## config.mk

```make
export PLATFORM = sky130hd
export DESIGN_NAME = keypad_indicator
export DESIGN_NICKNAME = d
export VERILOG_FILES = /design/src/keypad_pkg.sv /design/src/keypad_indicator.sv /design/src/key_conditioner.sv
export SDC_FILE = /design/constraint.sdc
export NUM_CORES = 1
export LEC_CHECK = 0
export BUFFER_PORTS_ARGS = -buffer_cell sky130_fd_sc_hd__buf_2
export CAP_MARGIN = 20
export CELL_PAD_IN_SITES_DETAIL_PLACEMENT = 1
export CELL_PAD_IN_SITES_GLOBAL_PLACEMENT = 2
export CORE_MARGIN = 4
export CORE_UTILIZATION = 37
export CTS_CLUSTER_DIAMETER = 200
export DETAILED_ROUTE_END_ITERATION = 8
export PLACE_DENSITY_LB_ADDON = 0.1
export SYNTH_ARGS = -nofsm -noshare
export SYNTH_HDL_FRONTEND = slang
export SYNTH_HIERARCHICAL = 1
export SYNTH_SLANG_ARGS = --single-unit
```

## constraint.sdc

```tcl
create_clock -name ref_clk -period 2.29 [get_ports ref_clk]
set_input_delay 0.458 -clock ref_clk [delete_from_list [all_inputs] [get_ports ref_clk]]
set_output_delay 0.458 -clock ref_clk [all_outputs]
set_load 0.05 [all_outputs]
```

## src/keypad_pkg.sv

```systemverilog
// Package for the drive front-panel keypad and indicator logic.
// Assumes a single 25 MHz controller clock shared by all users.
package keypad_pkg;

  // ----------------------------------------------------------------
  // Clock and timing
  // ----------------------------------------------------------------
  localparam int unsigned CLK_HZ          = 25_000_000;
  localparam int unsigned DEBOUNCE_US     = 10_000;  // 10 ms settle
  localparam int unsigned DEBOUNCE_CYC    = DEBOUNCE_US * (CLK_HZ / 1_000_000);
  localparam int unsigned LONG_PRESS_MS   = 3_000;   // 3 s hold
  localparam int unsigned LONG_PRESS_CYC  = LONG_PRESS_MS * (CLK_HZ / 1_000);
  localparam int unsigned FLASH_HALF_MS   = 250;     // 2 Hz blink
  localparam int unsigned FLASH_HALF_CYC  = FLASH_HALF_MS * (CLK_HZ / 1_000);

  // ----------------------------------------------------------------
  // Keys and settings
  // ----------------------------------------------------------------
  localparam int unsigned NUM_KEYS = 10;
  localparam int unsigned K_MENU   = 0;
  localparam int unsigned K_ESC    = 1;
  localparam int unsigned K_OK     = 2;
  localparam int unsigned K_UP     = 3;
  localparam int unsigned K_DOWN   = 4;
  localparam int unsigned K_LEFT   = 5;
  localparam int unsigned K_RIGHT  = 6;
  localparam int unsigned K_START  = 7;
  localparam int unsigned K_STOP   = 8;
  localparam int unsigned K_MULTI  = 9;

  localparam logic [2:0] MF_NONE    = 3'h0;
  localparam logic [2:0] MF_SOURCE  = 3'h1;
  localparam logic [2:0] MF_JOG_FWD = 3'h2;
  localparam logic [2:0] MF_JOG_REV = 3'h3;
  localparam logic [2:0] MF_DIR     = 3'h4;

  typedef enum logic [1:0] {
    SRC_KEYPAD, SRC_TERMINAL, SRC_COMM
  } cmd_src_t;

  typedef enum logic [2:0] {
    Q_FREQ, Q_CURRENT, Q_VOLTAGE, Q_SPEED, Q_PERCENT, Q_POWER, Q_NONE
  } quantity_t;

  typedef enum logic [2:0] {
    MENU_MONITOR, MENU_PRIMARY, MENU_EDIT, MENU_FAULT, MENU_CHANGED
  } menu_t;

  localparam cmd_src_t  SRC_RESET = SRC_KEYPAD;
  localparam logic      DIR_RESET = 1'b0;  // Forward
  localparam int unsigned DIGIT_W = 2;      // Four editable digits

endpackage

```

## src/keypad_indicator.sv

```systemverilog
// Front-panel keypad decoder and lamp driver for a motor drive.
// Assumes key inputs are synchronous, high while pressed, and that the
// motor control core supplies run, fault and displayed-quantity state.
//
// How it works
// - Ten keys, each conditioned and decoded to its own function.
// - Menu key enters primary menu; escape backs out; confirm saves.
// - Up/down step digit when editing, else step frequency reference.
// - Shift keys move digit when editing, else cycle displayed item.
// - Shift key during fault switches display to parameters.
// - Start key issues a run command.
// - Stop key issues stop, and fault reset while faulted.
// - Multifunction setting 0 ignores the multifunction key.
// - Setting 1 cycles command source keypad, terminal, comm.
// - Setting 2 jogs forward, setting 3 jogs reverse.
// - Setting 4 toggles commanded direction per press.
// - Source lamp on for keypad, off terminal, flashing comm.
// - Direction lamps while running; run lamp shows run state.
// - Unit lamps encode displayed quantity by combination.
// - Dimensionless quantity turns every unit lamp off.
// - Holding right shift three seconds opens changed-only menu.
// - With locking enabled, escape+up locks, escape+down unlocks.
`timescale 1ns/1ps
module keypad_indicator
  import keypad_pkg::*;
#(
  parameter int unsigned SETTLE     = DEBOUNCE_CYC,
  parameter int unsigned LONG_PRESS = LONG_PRESS_CYC,
  parameter int unsigned FLASH_HALF = FLASH_HALF_CYC
) (
  input  wire logic            ref_clk,
  input  wire logic            sys_rst,
  input  wire logic [9:0]      keyRaw,
  input  wire logic [2:0]      multifunctionKeySetting,
  input  wire logic            lockEnable,
  input  wire logic            driveRunning,
  input  wire logic            driveReverse,
  input  wire logic            faultActive,
  input  wire quantity_t       shownQuantity,
  output logic                 runCmd,
  output logic                 stopCmd,
  output logic                 faultResetCmd,
  output logic                 freqUp,
  output logic                 freqDown,
  output logic                 digitUp,
  output logic                 digitDown,
  output logic                 saveParam,
  output logic                 paramNext,
  output logic                 paramPrev,
  output logic                 jogFwd,
  output logic                 jogRev,
  output logic                 reverseDir,
  output cmd_src_t             cmdSource,
  output menu_t                menuState,
  output logic [DIGIT_W-1:0]   selDigit,
  output logic                 keysLocked,
  output logic                 commandSourceLamp,
  output logic                 runLamp,
  output logic                 forwardLamp,
  output logic                 reverseLamp,
  output logic                 hzLamp,
  output logic                 ampLamp,
  output logic                 voltLamp
);

  // ----------------------------------------------------------------
  // Key conditioning
  // ----------------------------------------------------------------
  logic [NUM_KEYS-1:0] lvl;
  logic [NUM_KEYS-1:0] prs;

  // One conditioner per key
  for (genvar i = 0; i < NUM_KEYS; i++) begin : g_key
    key_conditioner #(.SETTLE(SETTLE)) u_key (
      .ref_clk  (ref_clk),
      .sys_rst  (sys_rst),
      .rawKey   (keyRaw[i]),
      .keyLevel (lvl[i]),
      .keyPress (prs[i])
    );
  end

  // ----------------------------------------------------------------
  // Key decode
  // ----------------------------------------------------------------
  logic  locked_q;
  logic  faultSeen_q;
  menu_t menu_q, menu_d;
  wire   escHeld  = lvl[K_ESC];
  // Lock chords checked even while locked, else unlock is unreachable
  wire   lockHit   = lockEnable & escHeld & prs[K_UP];
  wire   unlockHit = lockEnable & escHeld & prs[K_DOWN];
  wire   chord     = escHeld & (prs[K_UP] | prs[K_DOWN]);
  wire   live      = ~locked_q;
  wire   editing   = menu_q == MENU_EDIT;
  wire   inFault   = menu_q == MENU_FAULT;
  wire   pUp       = live & prs[K_UP] & ~chord;
  wire   pDown     = live & prs[K_DOWN] & ~chord;
  wire   pShift    = live & (prs[K_LEFT] | prs[K_RIGHT]);
  wire   pMulti    = live & prs[K_MULTI];

  // Stop stays live under lock: stopping the motor must never be blocked
  assign runCmd        = live & prs[K_START];
  assign stopCmd       = prs[K_STOP];
  assign faultResetCmd = prs[K_STOP] & faultActive;
  assign digitUp       = pUp & editing;
  assign digitDown     = pDown & editing;
  assign freqUp        = pUp & ~editing;
  assign freqDown      = pDown & ~editing;
  assign saveParam     = live & prs[K_OK] & editing;
  assign paramNext     = live & prs[K_RIGHT] & ~editing & ~inFault;
  assign paramPrev     = live & prs[K_LEFT] & ~editing & ~inFault;
  // Jog lasts as long as the key is held; setting 0 falls through
  assign jogFwd = live & lvl[K_MULTI]
                & (multifunctionKeySetting == MF_JOG_FWD);
  assign jogRev = live & lvl[K_MULTI]
                & (multifunctionKeySetting == MF_JOG_REV);

  // ----------------------------------------------------------------
  // Long press timer for right shift
  // ----------------------------------------------------------------
  localparam int LW = $clog2(LONG_PRESS + 1);
  logic [LW-1:0] hold_q;
  wire           holdDone = hold_q == LW'(LONG_PRESS - 1);

  // Counts while held and fires once; release re-arms it
  always_ff @(posedge ref_clk or posedge sys_rst) begin
    if (sys_rst) begin
      hold_q <= '0;
    end else if (!(lvl[K_RIGHT] && live)) begin
      hold_q <= '0;
    end else if (hold_q != LW'(LONG_PRESS)) begin
      hold_q <= hold_q + 1'b1;
    end
  end

  // ----------------------------------------------------------------
  // Menu state
  // ----------------------------------------------------------------
  // Fault pre-empts any menu; shift keys leave the fault view
  always_comb begin
    menu_d = menu_q;
    case (menu_q)
      MENU_MONITOR: begin
        if (live && prs[K_MENU]) menu_d = MENU_PRIMARY;
      end
      MENU_PRIMARY: begin
        if (live && prs[K_OK]) menu_d = MENU_EDIT;
        else if (live && prs[K_ESC] && !chord) menu_d = MENU_MONITOR;
      end
      MENU_EDIT: begin
        if (saveParam) menu_d = MENU_PRIMARY;
        else if (live && prs[K_ESC] && !chord) menu_d = MENU_PRIMARY;
      end
      MENU_FAULT: begin
        if (pShift) menu_d = MENU_MONITOR;
        else if (faultResetCmd) menu_d = MENU_MONITOR;
      end
      MENU_CHANGED: begin
        if (live && prs[K_ESC] && !chord) menu_d = MENU_MONITOR;
        else if (live && prs[K_OK]) menu_d = MENU_EDIT;
      end
      default: menu_d = MENU_MONITOR;
    endcase
    if (holdDone && menu_q != MENU_FAULT) menu_d = MENU_CHANGED;
    if (faultActive && !faultSeen_q) menu_d = MENU_FAULT;
  end

  // Menu register; fault history makes fault entry edge-triggered
  always_ff @(posedge ref_clk or posedge sys_rst) begin
    if (sys_rst) begin
      menu_q      <= MENU_MONITOR;
      faultSeen_q <= 1'b0;
    end else begin
      menu_q      <= menu_d;
      faultSeen_q <= faultActive;
    end
  end

  // ----------------------------------------------------------------
  // Digit select, lock, source and direction
  // ----------------------------------------------------------------
  logic [DIGIT_W-1:0] digit_q;
  cmd_src_t           src_q;
  logic               rev_q;
  wire                srcStep = pMulti
                              & (multifunctionKeySetting == MF_SOURCE);
  wire                dirStep = pMulti & (multifunctionKeySetting == MF_DIR);

  // Digit moves only while editing; left moves toward higher digits
  always_ff @(posedge ref_clk or posedge sys_rst) begin
    if (sys_rst) begin
      digit_q <= '0;
    end else if (!editing) begin
      digit_q <= '0;
    end else if (live && prs[K_LEFT]) begin
      digit_q <= digit_q + 1'b1;
    end else if (live && prs[K_RIGHT]) begin
      digit_q <= digit_q - 1'b1;
    end
  end

  // Lock flag; dropping lock enable frees the keys at once
  always_ff @(posedge ref_clk or posedge sys_rst) begin
    if (sys_rst) begin
      locked_q <= 1'b0;
    end else if (!lockEnable || unlockHit) begin
      locked_q <= 1'b0;
    end else if (lockHit) begin
      locked_q <= 1'b1;
    end
  end

  // Source cycles keypad, terminal, comm; direction toggles
  always_ff @(posedge ref_clk or posedge sys_rst) begin
    if (sys_rst) begin
      src_q <= SRC_RESET;
      rev_q <= DIR_RESET;
    end else begin
      if (srcStep) begin
        case (src_q)
          SRC_KEYPAD:   src_q <= SRC_TERMINAL;
          SRC_TERMINAL: src_q <= SRC_COMM;
          default:      src_q <= SRC_KEYPAD;
        endcase
      end
      if (dirStep) rev_q <= ~rev_q;
    end
  end

  assign selDigit   = digit_q;
  assign cmdSource  = src_q;
  assign reverseDir = rev_q;
  assign keysLocked = locked_q;
  assign menuState  = menu_q;

  // ----------------------------------------------------------------
  // Lamps
  // ----------------------------------------------------------------
  localparam int FW = $clog2(FLASH_HALF + 1);
  logic [FW-1:0] pre_q;
  logic          flash_q;
  logic          srcLamp_q, runLamp_q, fwdLamp_q, revLamp_q;
  logic          hz_q, amp_q, volt_q;
  wire           preWrap = pre_q == FW'(FLASH_HALF - 1);

  // Prescaler sets a blink slow enough for the eye
  always_ff @(posedge ref_clk or posedge sys_rst) begin
    if (sys_rst) begin
      pre_q   <= '0;
      flash_q <= 1'b0;
    end else if (preWrap) begin
      pre_q   <= '0;
      flash_q <= ~flash_q;
    end else begin
      pre_q <= pre_q + 1'b1;
    end
  end

  // Unit combinations; dimensionless leaves all dark
  wire uHz = shownQuantity inside {Q_FREQ, Q_SPEED, Q_POWER};
  wire uA  = shownQuantity inside {Q_CURRENT, Q_SPEED, Q_PERCENT};
  wire uV  = shownQuantity inside {Q_VOLTAGE, Q_PERCENT, Q_POWER};

  // All lamps registered so they never glitch
  always_ff @(posedge ref_clk or posedge sys_rst) begin
    if (sys_rst) begin
      srcLamp_q <= 1'b0;
      runLamp_q <= 1'b0;
      fwdLamp_q <= 1'b0;
      revLamp_q <= 1'b0;
      hz_q      <= 1'b0;
      amp_q     <= 1'b0;
      volt_q    <= 1'b0;
    end else begin
      srcLamp_q <= (src_q == SRC_KEYPAD)
                 | ((src_q == SRC_COMM) & flash_q);
      runLamp_q <= driveRunning;
      fwdLamp_q <= driveRunning & ~driveReverse;
      revLamp_q <= driveRunning & driveReverse;
      hz_q      <= uHz;
      amp_q     <= uA;
      volt_q    <= uV;
    end
  end

  assign commandSourceLamp = srcLamp_q;
  assign runLamp           = runLamp_q;
  assign forwardLamp       = fwdLamp_q;
  assign reverseLamp       = revLamp_q;
  assign hzLamp            = hz_q;
  assign ampLamp           = amp_q;
  assign voltLamp          = volt_q;

endmodule

```

## src/key_conditioner.sv

```systemverilog
// Debounce and rising-edge detector for one keypad key.
// Assumes the raw key level is synchronous to ref_clk, high while pressed.
`timescale 1ns/1ps
module key_conditioner
  import keypad_pkg::*;
#(
  parameter int unsigned SETTLE = DEBOUNCE_CYC
) (
  input  wire logic ref_clk,
  input  wire logic sys_rst,
  input  wire logic rawKey,
  output logic      keyLevel,
  output logic      keyPress
);

  // ----------------------------------------------------------------
  // Settle counter
  // ----------------------------------------------------------------
  localparam int CW = $clog2(SETTLE + 1);
  logic [CW-1:0] cnt_q;
  logic          level_q;
  logic          prev_q;
  wire           differs = rawKey != level_q;
  wire           settled = cnt_q == CW'(SETTLE - 1);

  // Level only follows after the raw input differs for SETTLE cycles
  always_ff @(posedge ref_clk or posedge sys_rst) begin
    if (sys_rst) begin
      cnt_q   <= '0;
      level_q <= 1'b0;
      prev_q  <= 1'b0;
    end else begin
      prev_q <= level_q;
      if (!differs) begin
        cnt_q <= '0;
      end else if (settled) begin
        cnt_q   <= '0;
        level_q <= rawKey;
      end else begin
        cnt_q <= cnt_q + 1'b1;
      end
    end
  end

  assign keyLevel = level_q;
  assign keyPress = level_q & ~prev_q;  // One pulse per press

endmodule

```

==> Yosys cells after proc, flatten, opt, wreduce, memory -nomap -nowiden <==
Index checks and enable logic that the tools add are counted.
{ "word_totals": {"ff_bits": 268, "inputBits": 22, "output_inout_bits": 28} }
{ "classes": {"n_addsub": 14, "n_eq_ne": 46, "muxes": 41, "bitwise": 62, "n_reduce_logical": 31} }
{ "op_table": {"columns": ["op", "n"], "rows": [
  ["$mux 18", 20],
  ["$add 18x1->18 const B", 10],
  ["$eq 18x18->1 const B", 10],
  ["$mux 27", 2],
  ["$and 1x1->1", 42],
  ["$mux 3", 11],
  ["$add 27x1->27 const B", 1],
  ["$eq 27x27->1 const B", 1],
  ["$ne 27x27->1 const B", 1],
  ["$add 23x1->23 const B", 1],
  ["$eq 23x23->1 const B", 1],
  ["$mux 23", 1],
  ["$reduce_and 2->1", 10],
  ["$eq 3x2->1 const B", 6],
  ["$not 1->1", 17],
  ["$pmux 3 s5", 1],
  ["$eq 3x3->1 const B", 4],
  ["$ne 1x1->1", 10],
  ["$ne 5x2->1 const B", 2],
  ["$ne 5x5->1 const B", 2],
  ["$eq 3x1->1 const B", 3],
  ["$logic_and 1x1->1", 9],
  ["$reduce_bool 3->1", 3],
  ["$logic_not 3->1", 2],
  ["17 further kinds", 24]
]} }

==> Logic depth before layout (Yosys ltp) <==
{ "depth": {"word_depth": 11, "depth_mapped": 7, "mapped_depth_nobuf": 5} }

==> Hierarchy <==
The synthesis kept the hierarchy.
{ "by_module_without_submodules": {"columns": ["module", "instances", "cells_each", "area_each_um2", "seq_area_each_um2"], "rows": [
  ["key_conditioner", 10, 104, 1037.2, 500.5],
  ["keypad_indicator", 1, 370, 3619.7, 1701.6]
]} }

==> Worst setup path before layout <==
Ideal clock, no wire load.
{ "synth_path": {"path_type": "register to output", "start": "register menu_q[1], in the netlist menuState[1]", "end": "output port digitDown", "t_arrival_ns": 1.822, "required_time_ns": 1.832, "path_slack_ns": 0.010, "path_stages_with_launch": 4, "cell_sequence": "dfrtp_1 > nor2b_1 > nand2b_1 > nor2_1"} }
{ "synth_via": {"elab_chain_cells": 2} }
{ "synth_lines": {"columns": ["item", "line", "source"], "rows": [
  ["start: declaration", "keypad_indicator.sv:88", "menu_t menu_q, menu_d;"],
  ["start signal: assignment", "keypad_indicator.sv:175", "menu_q <= menu_d;"],
  ["$eq 3x2->1", "keypad_indicator.sv:95", "wire editing = menu_q == MENU_EDIT;"],
  ["$and 1x1->1", "keypad_indicator.sv:107", "assign digitDown = pDown & editing;"],
  ["end: declaration", "keypad_indicator.sv:46", "output logic digitDown,"]
]} }
No other way between the ends.

==> Worst setup path in the final report <==
{ "layout_path": {"start": "register locked_q, in the netlist keysLocked", "end": "output port freqUp"} }
{ "layout_via": {"elab_chain_cells": 4} }
{ "layout_lines": {"columns": ["item", "line", "source"], "rows": [
  ["start: declaration", "keypad_indicator.sv:86", "logic locked_q;"],
  ["start signal: assignment", "keypad_indicator.sv:206", "locked_q <= 1'b0;"],
  ["start signal: assignment", "keypad_indicator.sv:208", "locked_q <= 1'b0;"],
  ["start signal: assignment", "keypad_indicator.sv:210", "locked_q <= 1'b1;"],
  ["$not 1->1", "keypad_indicator.sv:94", "wire live = ~locked_q;"],
  ["$and 1x1->1 (2 in series)", "keypad_indicator.sv:97", "wire pUp = live & prs[K_UP] & ~chord;"],
  ["$and 1x1->1", "keypad_indicator.sv:108", "assign freqUp = pUp & ~editing;"],
  ["end: declaration", "keypad_indicator.sv:43", "output logic freqUp,"]
]} }
No other way between the ends.

==> summary.txt <==
Place
  – Placed Instances: 1,937
  – Port Buffers: 49
  – Post-DP HPWL: 23,600 µm
  – Routability congestion estimate: 0.769

Critical path
  – Req. time, crit path: 1.83 ns
  – Worst path max stage delay: 0.53 ns
  – CP Capture Type: output port
  – Setup CP Type: flop to output port
  – Worst setup SP type: flop
  – CP cell instances: nor2_1 -> nand2_1 -> nor2b_1 -> clkbuf_4
  – Reg2Reg Depth: 5
  – Slowest CP cell: dfrtp_2
  – Reg2Reg Launch Point: g_key[6].u_key/cnt_q[5]
  – Worst path arrival time: 1.73 ns
  – Worst reg2reg path endpoint: g_key[6].u_key/cnt_q[9]
  – Crit Path Max Fanout: 15
  – Reg2reg setup slack: 0.26 ns

STA
  – Final period util: 0.954
  – Relative slew margins: 0.628
  – Period minus WS final: 2.18 ns
  – RSZ-0062 raised after global routing: false
  – # setup viols final: 0
  – Worst-Margin Slew: 0.553 ns
  – Setup TNS: 0 ns
  – Endpoints failing hold: 0
  – Final Max Slew Viols: 0
  – Fmax: 458 MHz
  – Fin Clk Skew: 0.0182 ns

Global routing
  – Initial antenna violation count: 1
  – Largest net degree at the start of global routing: 51
  – Number of global-route vias before repair: 11,000
  – Global-route usage over all layers: 0.164
  – Total global routing overflow: 0
  – First-pass GRT wire length: 57,300 µm

Route
  – Antenna Nets Post-Route: 0
  – Initial DRC count: 387
  – Vias per cell: 5.28
  – DR DRC count: 0
  – Post-Route WL: 33,500 µm
  – Routed wire length per instance: 16.7 µm
  – Drt pass-1 iters: 4
  – Vias: 10,600

Logic synthesis
  – Post-synthesis cell area: 14,000 µm²
  – Synth Area in Adders: 0.0116
  – Number of synthesized register bits: 268
  – Synth warnings: 6
  – Largest family of logic cells by synthesized area: simple AND/OR/NAND/NOR gates
  – Post-synthesis mux area share: 0.0152
  – FFs w/ async S/R, synth: 1.00
  – Simple-gate share of the synthesized area: 0.279
  – Synth Instances: 1,410
  – Main synth FF type: dfrtp_1
  – Synth cell types: 58
  – Post-synth EDFFs: 0
  – XOR/XNOR Fraction of Synth Area: 0.106
  – Syn_nets: 1,445
  – Avg Cell Area, Syn: 9.92 µm²
  – Post-synthesis sequential area ratio: 0.479
  – Compound-cell area share of the yosys netlist: 0.0558

Clock tree
  – Hold-fix buffers, CTS: 0
  – CTS tree: yes
  – Post-CTS sizing: 11
  – Postcts setup bufs: 0
  – Max Root-Sink Buffers: 3
  – Worst-path clk slew: 0.06 ns
  – Cts bufs inserted: 35
  – Clock sinks: 268
  – Clk Latency, worst-skew pair: 0.51 ns
  – H-tree depth: 2
  – Root Driver: clkbuf_16

Flow run
  – Max Cap Viol: 0

Worst hold path
  – Worst Hold Depth: 1
  – Hold Path Sink: runLamp
  – Worst Hold Launch: driveRunning
  – Type of the most critical hold path: input pin to flop

Floorplan
  – CORE AREA: 37,000 µm²
  – I/O pins: 50
  – Die area: 41,000 µm²
  – Die Y: 202 µm
  – Die W: 202 µm
  – Initial Util: 0.379
  – Row cnt: 70

Finish
  – Register area: 6710 µm²
  – Highest-count cells in the layout ignoring fill and taps: 267 x dfrtp_1, 183 x nor2_1, 114 x nand4_1
  – Filler-free cell count of the finished design: 2,000
  – P&R area growth vs syn: 14.0%
  – Most common cell after layout, fill and taps aside: dfrtp_1
  – Layout fillers: 4,108
  – Nets: 1,505
  – Share of post-route cells with drive strength above 1: 0.144
  – Ant diodes: 0
  – Multi-input logic area: 6580 µm²

Pwr
  – Pwr Density: 770 nW/µm²
  – P_leak: 6.57 nW
  – Worst VDD drop: 0.621 mV

Status
  – Outcome: complete, no violations
metrics by stage:
stage          hold WS, ns  cell area, µm²  utilization  setup slack (ns)  total power [mW]
2_1_floorplan        0.401           14000            -           0.00977              6.02
3_5_place_dp         0.425           14600        0.396             0.243              6.37
3_3_place_gp         0.412           14600        0.396             0.294              6.34
6_report            0.0793           15900        0.431             0.105              12.3
5_1_grt             0.0567           15900        0.431           0.00525              12.9
4_1_cts             0.0502           15900        0.431           0.00471              12.5
per-layer routing:
layer | track usage | wire (µm) | vias up
li1 | - | - | 5141
met1 | 0.232 | 16600 | 5292
met2 | 0.268 | 15400 | 89
met3 | 0.0249 | 850 | 42
met4 | 0.0390 | 610 | 0
met5 | 0 | 0 | -
cell families (layout without fill, tap and decap cells):
group,count (synthesis),count (layout)
buffers and inverters,103,189
adders and majority gates,13,13
muxes,20,20
AOI/OAI and AO/OA,122,122
DFF,268,268
xor gates and xnor gates,170,170
and+or+nand+nor,714,714
flip-flops by register name (all words and copies together) (netlist names), 2 cells and up:
name / cells
g_key.u_key/cnt_q: 180
hold_q: 27
pre_q: 23
g_key.u_key/keyLevel: 10
g_key.u_key/prev_q: 10
menuState: 3
cmdSource: 2
selDigit: 2
worst max path at each step:
stage | start | end | slack (ns)
3_5_place_dp | g_key[6].u_key/cnt_q[5] | g_key[6].u_key/cnt_q[17] | 0.24
4_1_cts | menuState[2] | freqUp | 0.005
6_report | keysLocked | freqUp | 0.11
2_1_floorplan | menuState[1] | digitDown | 0.01
5_1_grt | keysLocked | freqDown | 0.005
3_3_place_gp | g_key[1].u_key/cnt_q[5] | g_key[1].u_key/cnt_q[16] | 0.29
layout make-up:
type                       count  share of cell area
sequential                   268               0.421
clock inverter                11              0.0134
inverter                      32             0.00761
multi-input combinational   1039               0.413
timing repair buffer          94              0.0391
clock buffer                  52              0.0672
tap                          504              0.0395
cells in the mapped netlist, types with 19 or more instances:
library cell | instances | area share
xnor2_1 | 96 | 0.060
dfrtp_1 | 268 | 0.48
nor4_1 | 39 | 0.017
clkbuf_1 | 35 | 0.0094
nor2b_1 | 19 | 0.0085
inv_1 | 32 | 0.0086
xor2_1 | 74 | 0.046
nand4_1 | 114 | 0.051
buf_6 | 23 | 0.019
nand3_1 | 43 | 0.015
nor3_1 | 34 | 0.012
and3_1 | 33 | 0.015
o31ai_1 | 28 | 0.015
nor2_1 | 183 | 0.049
o21ai_0 | 23 | 0.0082
nand2_1 | 109 | 0.029
or4_1 | 24 | 0.013
a21oi_1 | 46 | 0.016
power breakdown:
group | internal, mW | total (mW) | switching (mW)
Combinational | 0.386 | 1.20 | 0.812
Sequential | 4.91 | 5.07 | 0.169
Clock | 3.91 | 6.01 | 2.10
Total | 9.21 | 12.3 | 3.08
critical path, delay by kind of cell (launching register included):
kind	cells	cell delay, ns
buffers and inverters	1	0.24
flip-flops	1	0.53
AND/OR/NAND/NOR	3	0.44
No activity file was read; power rests on OpenSTA's default activity.
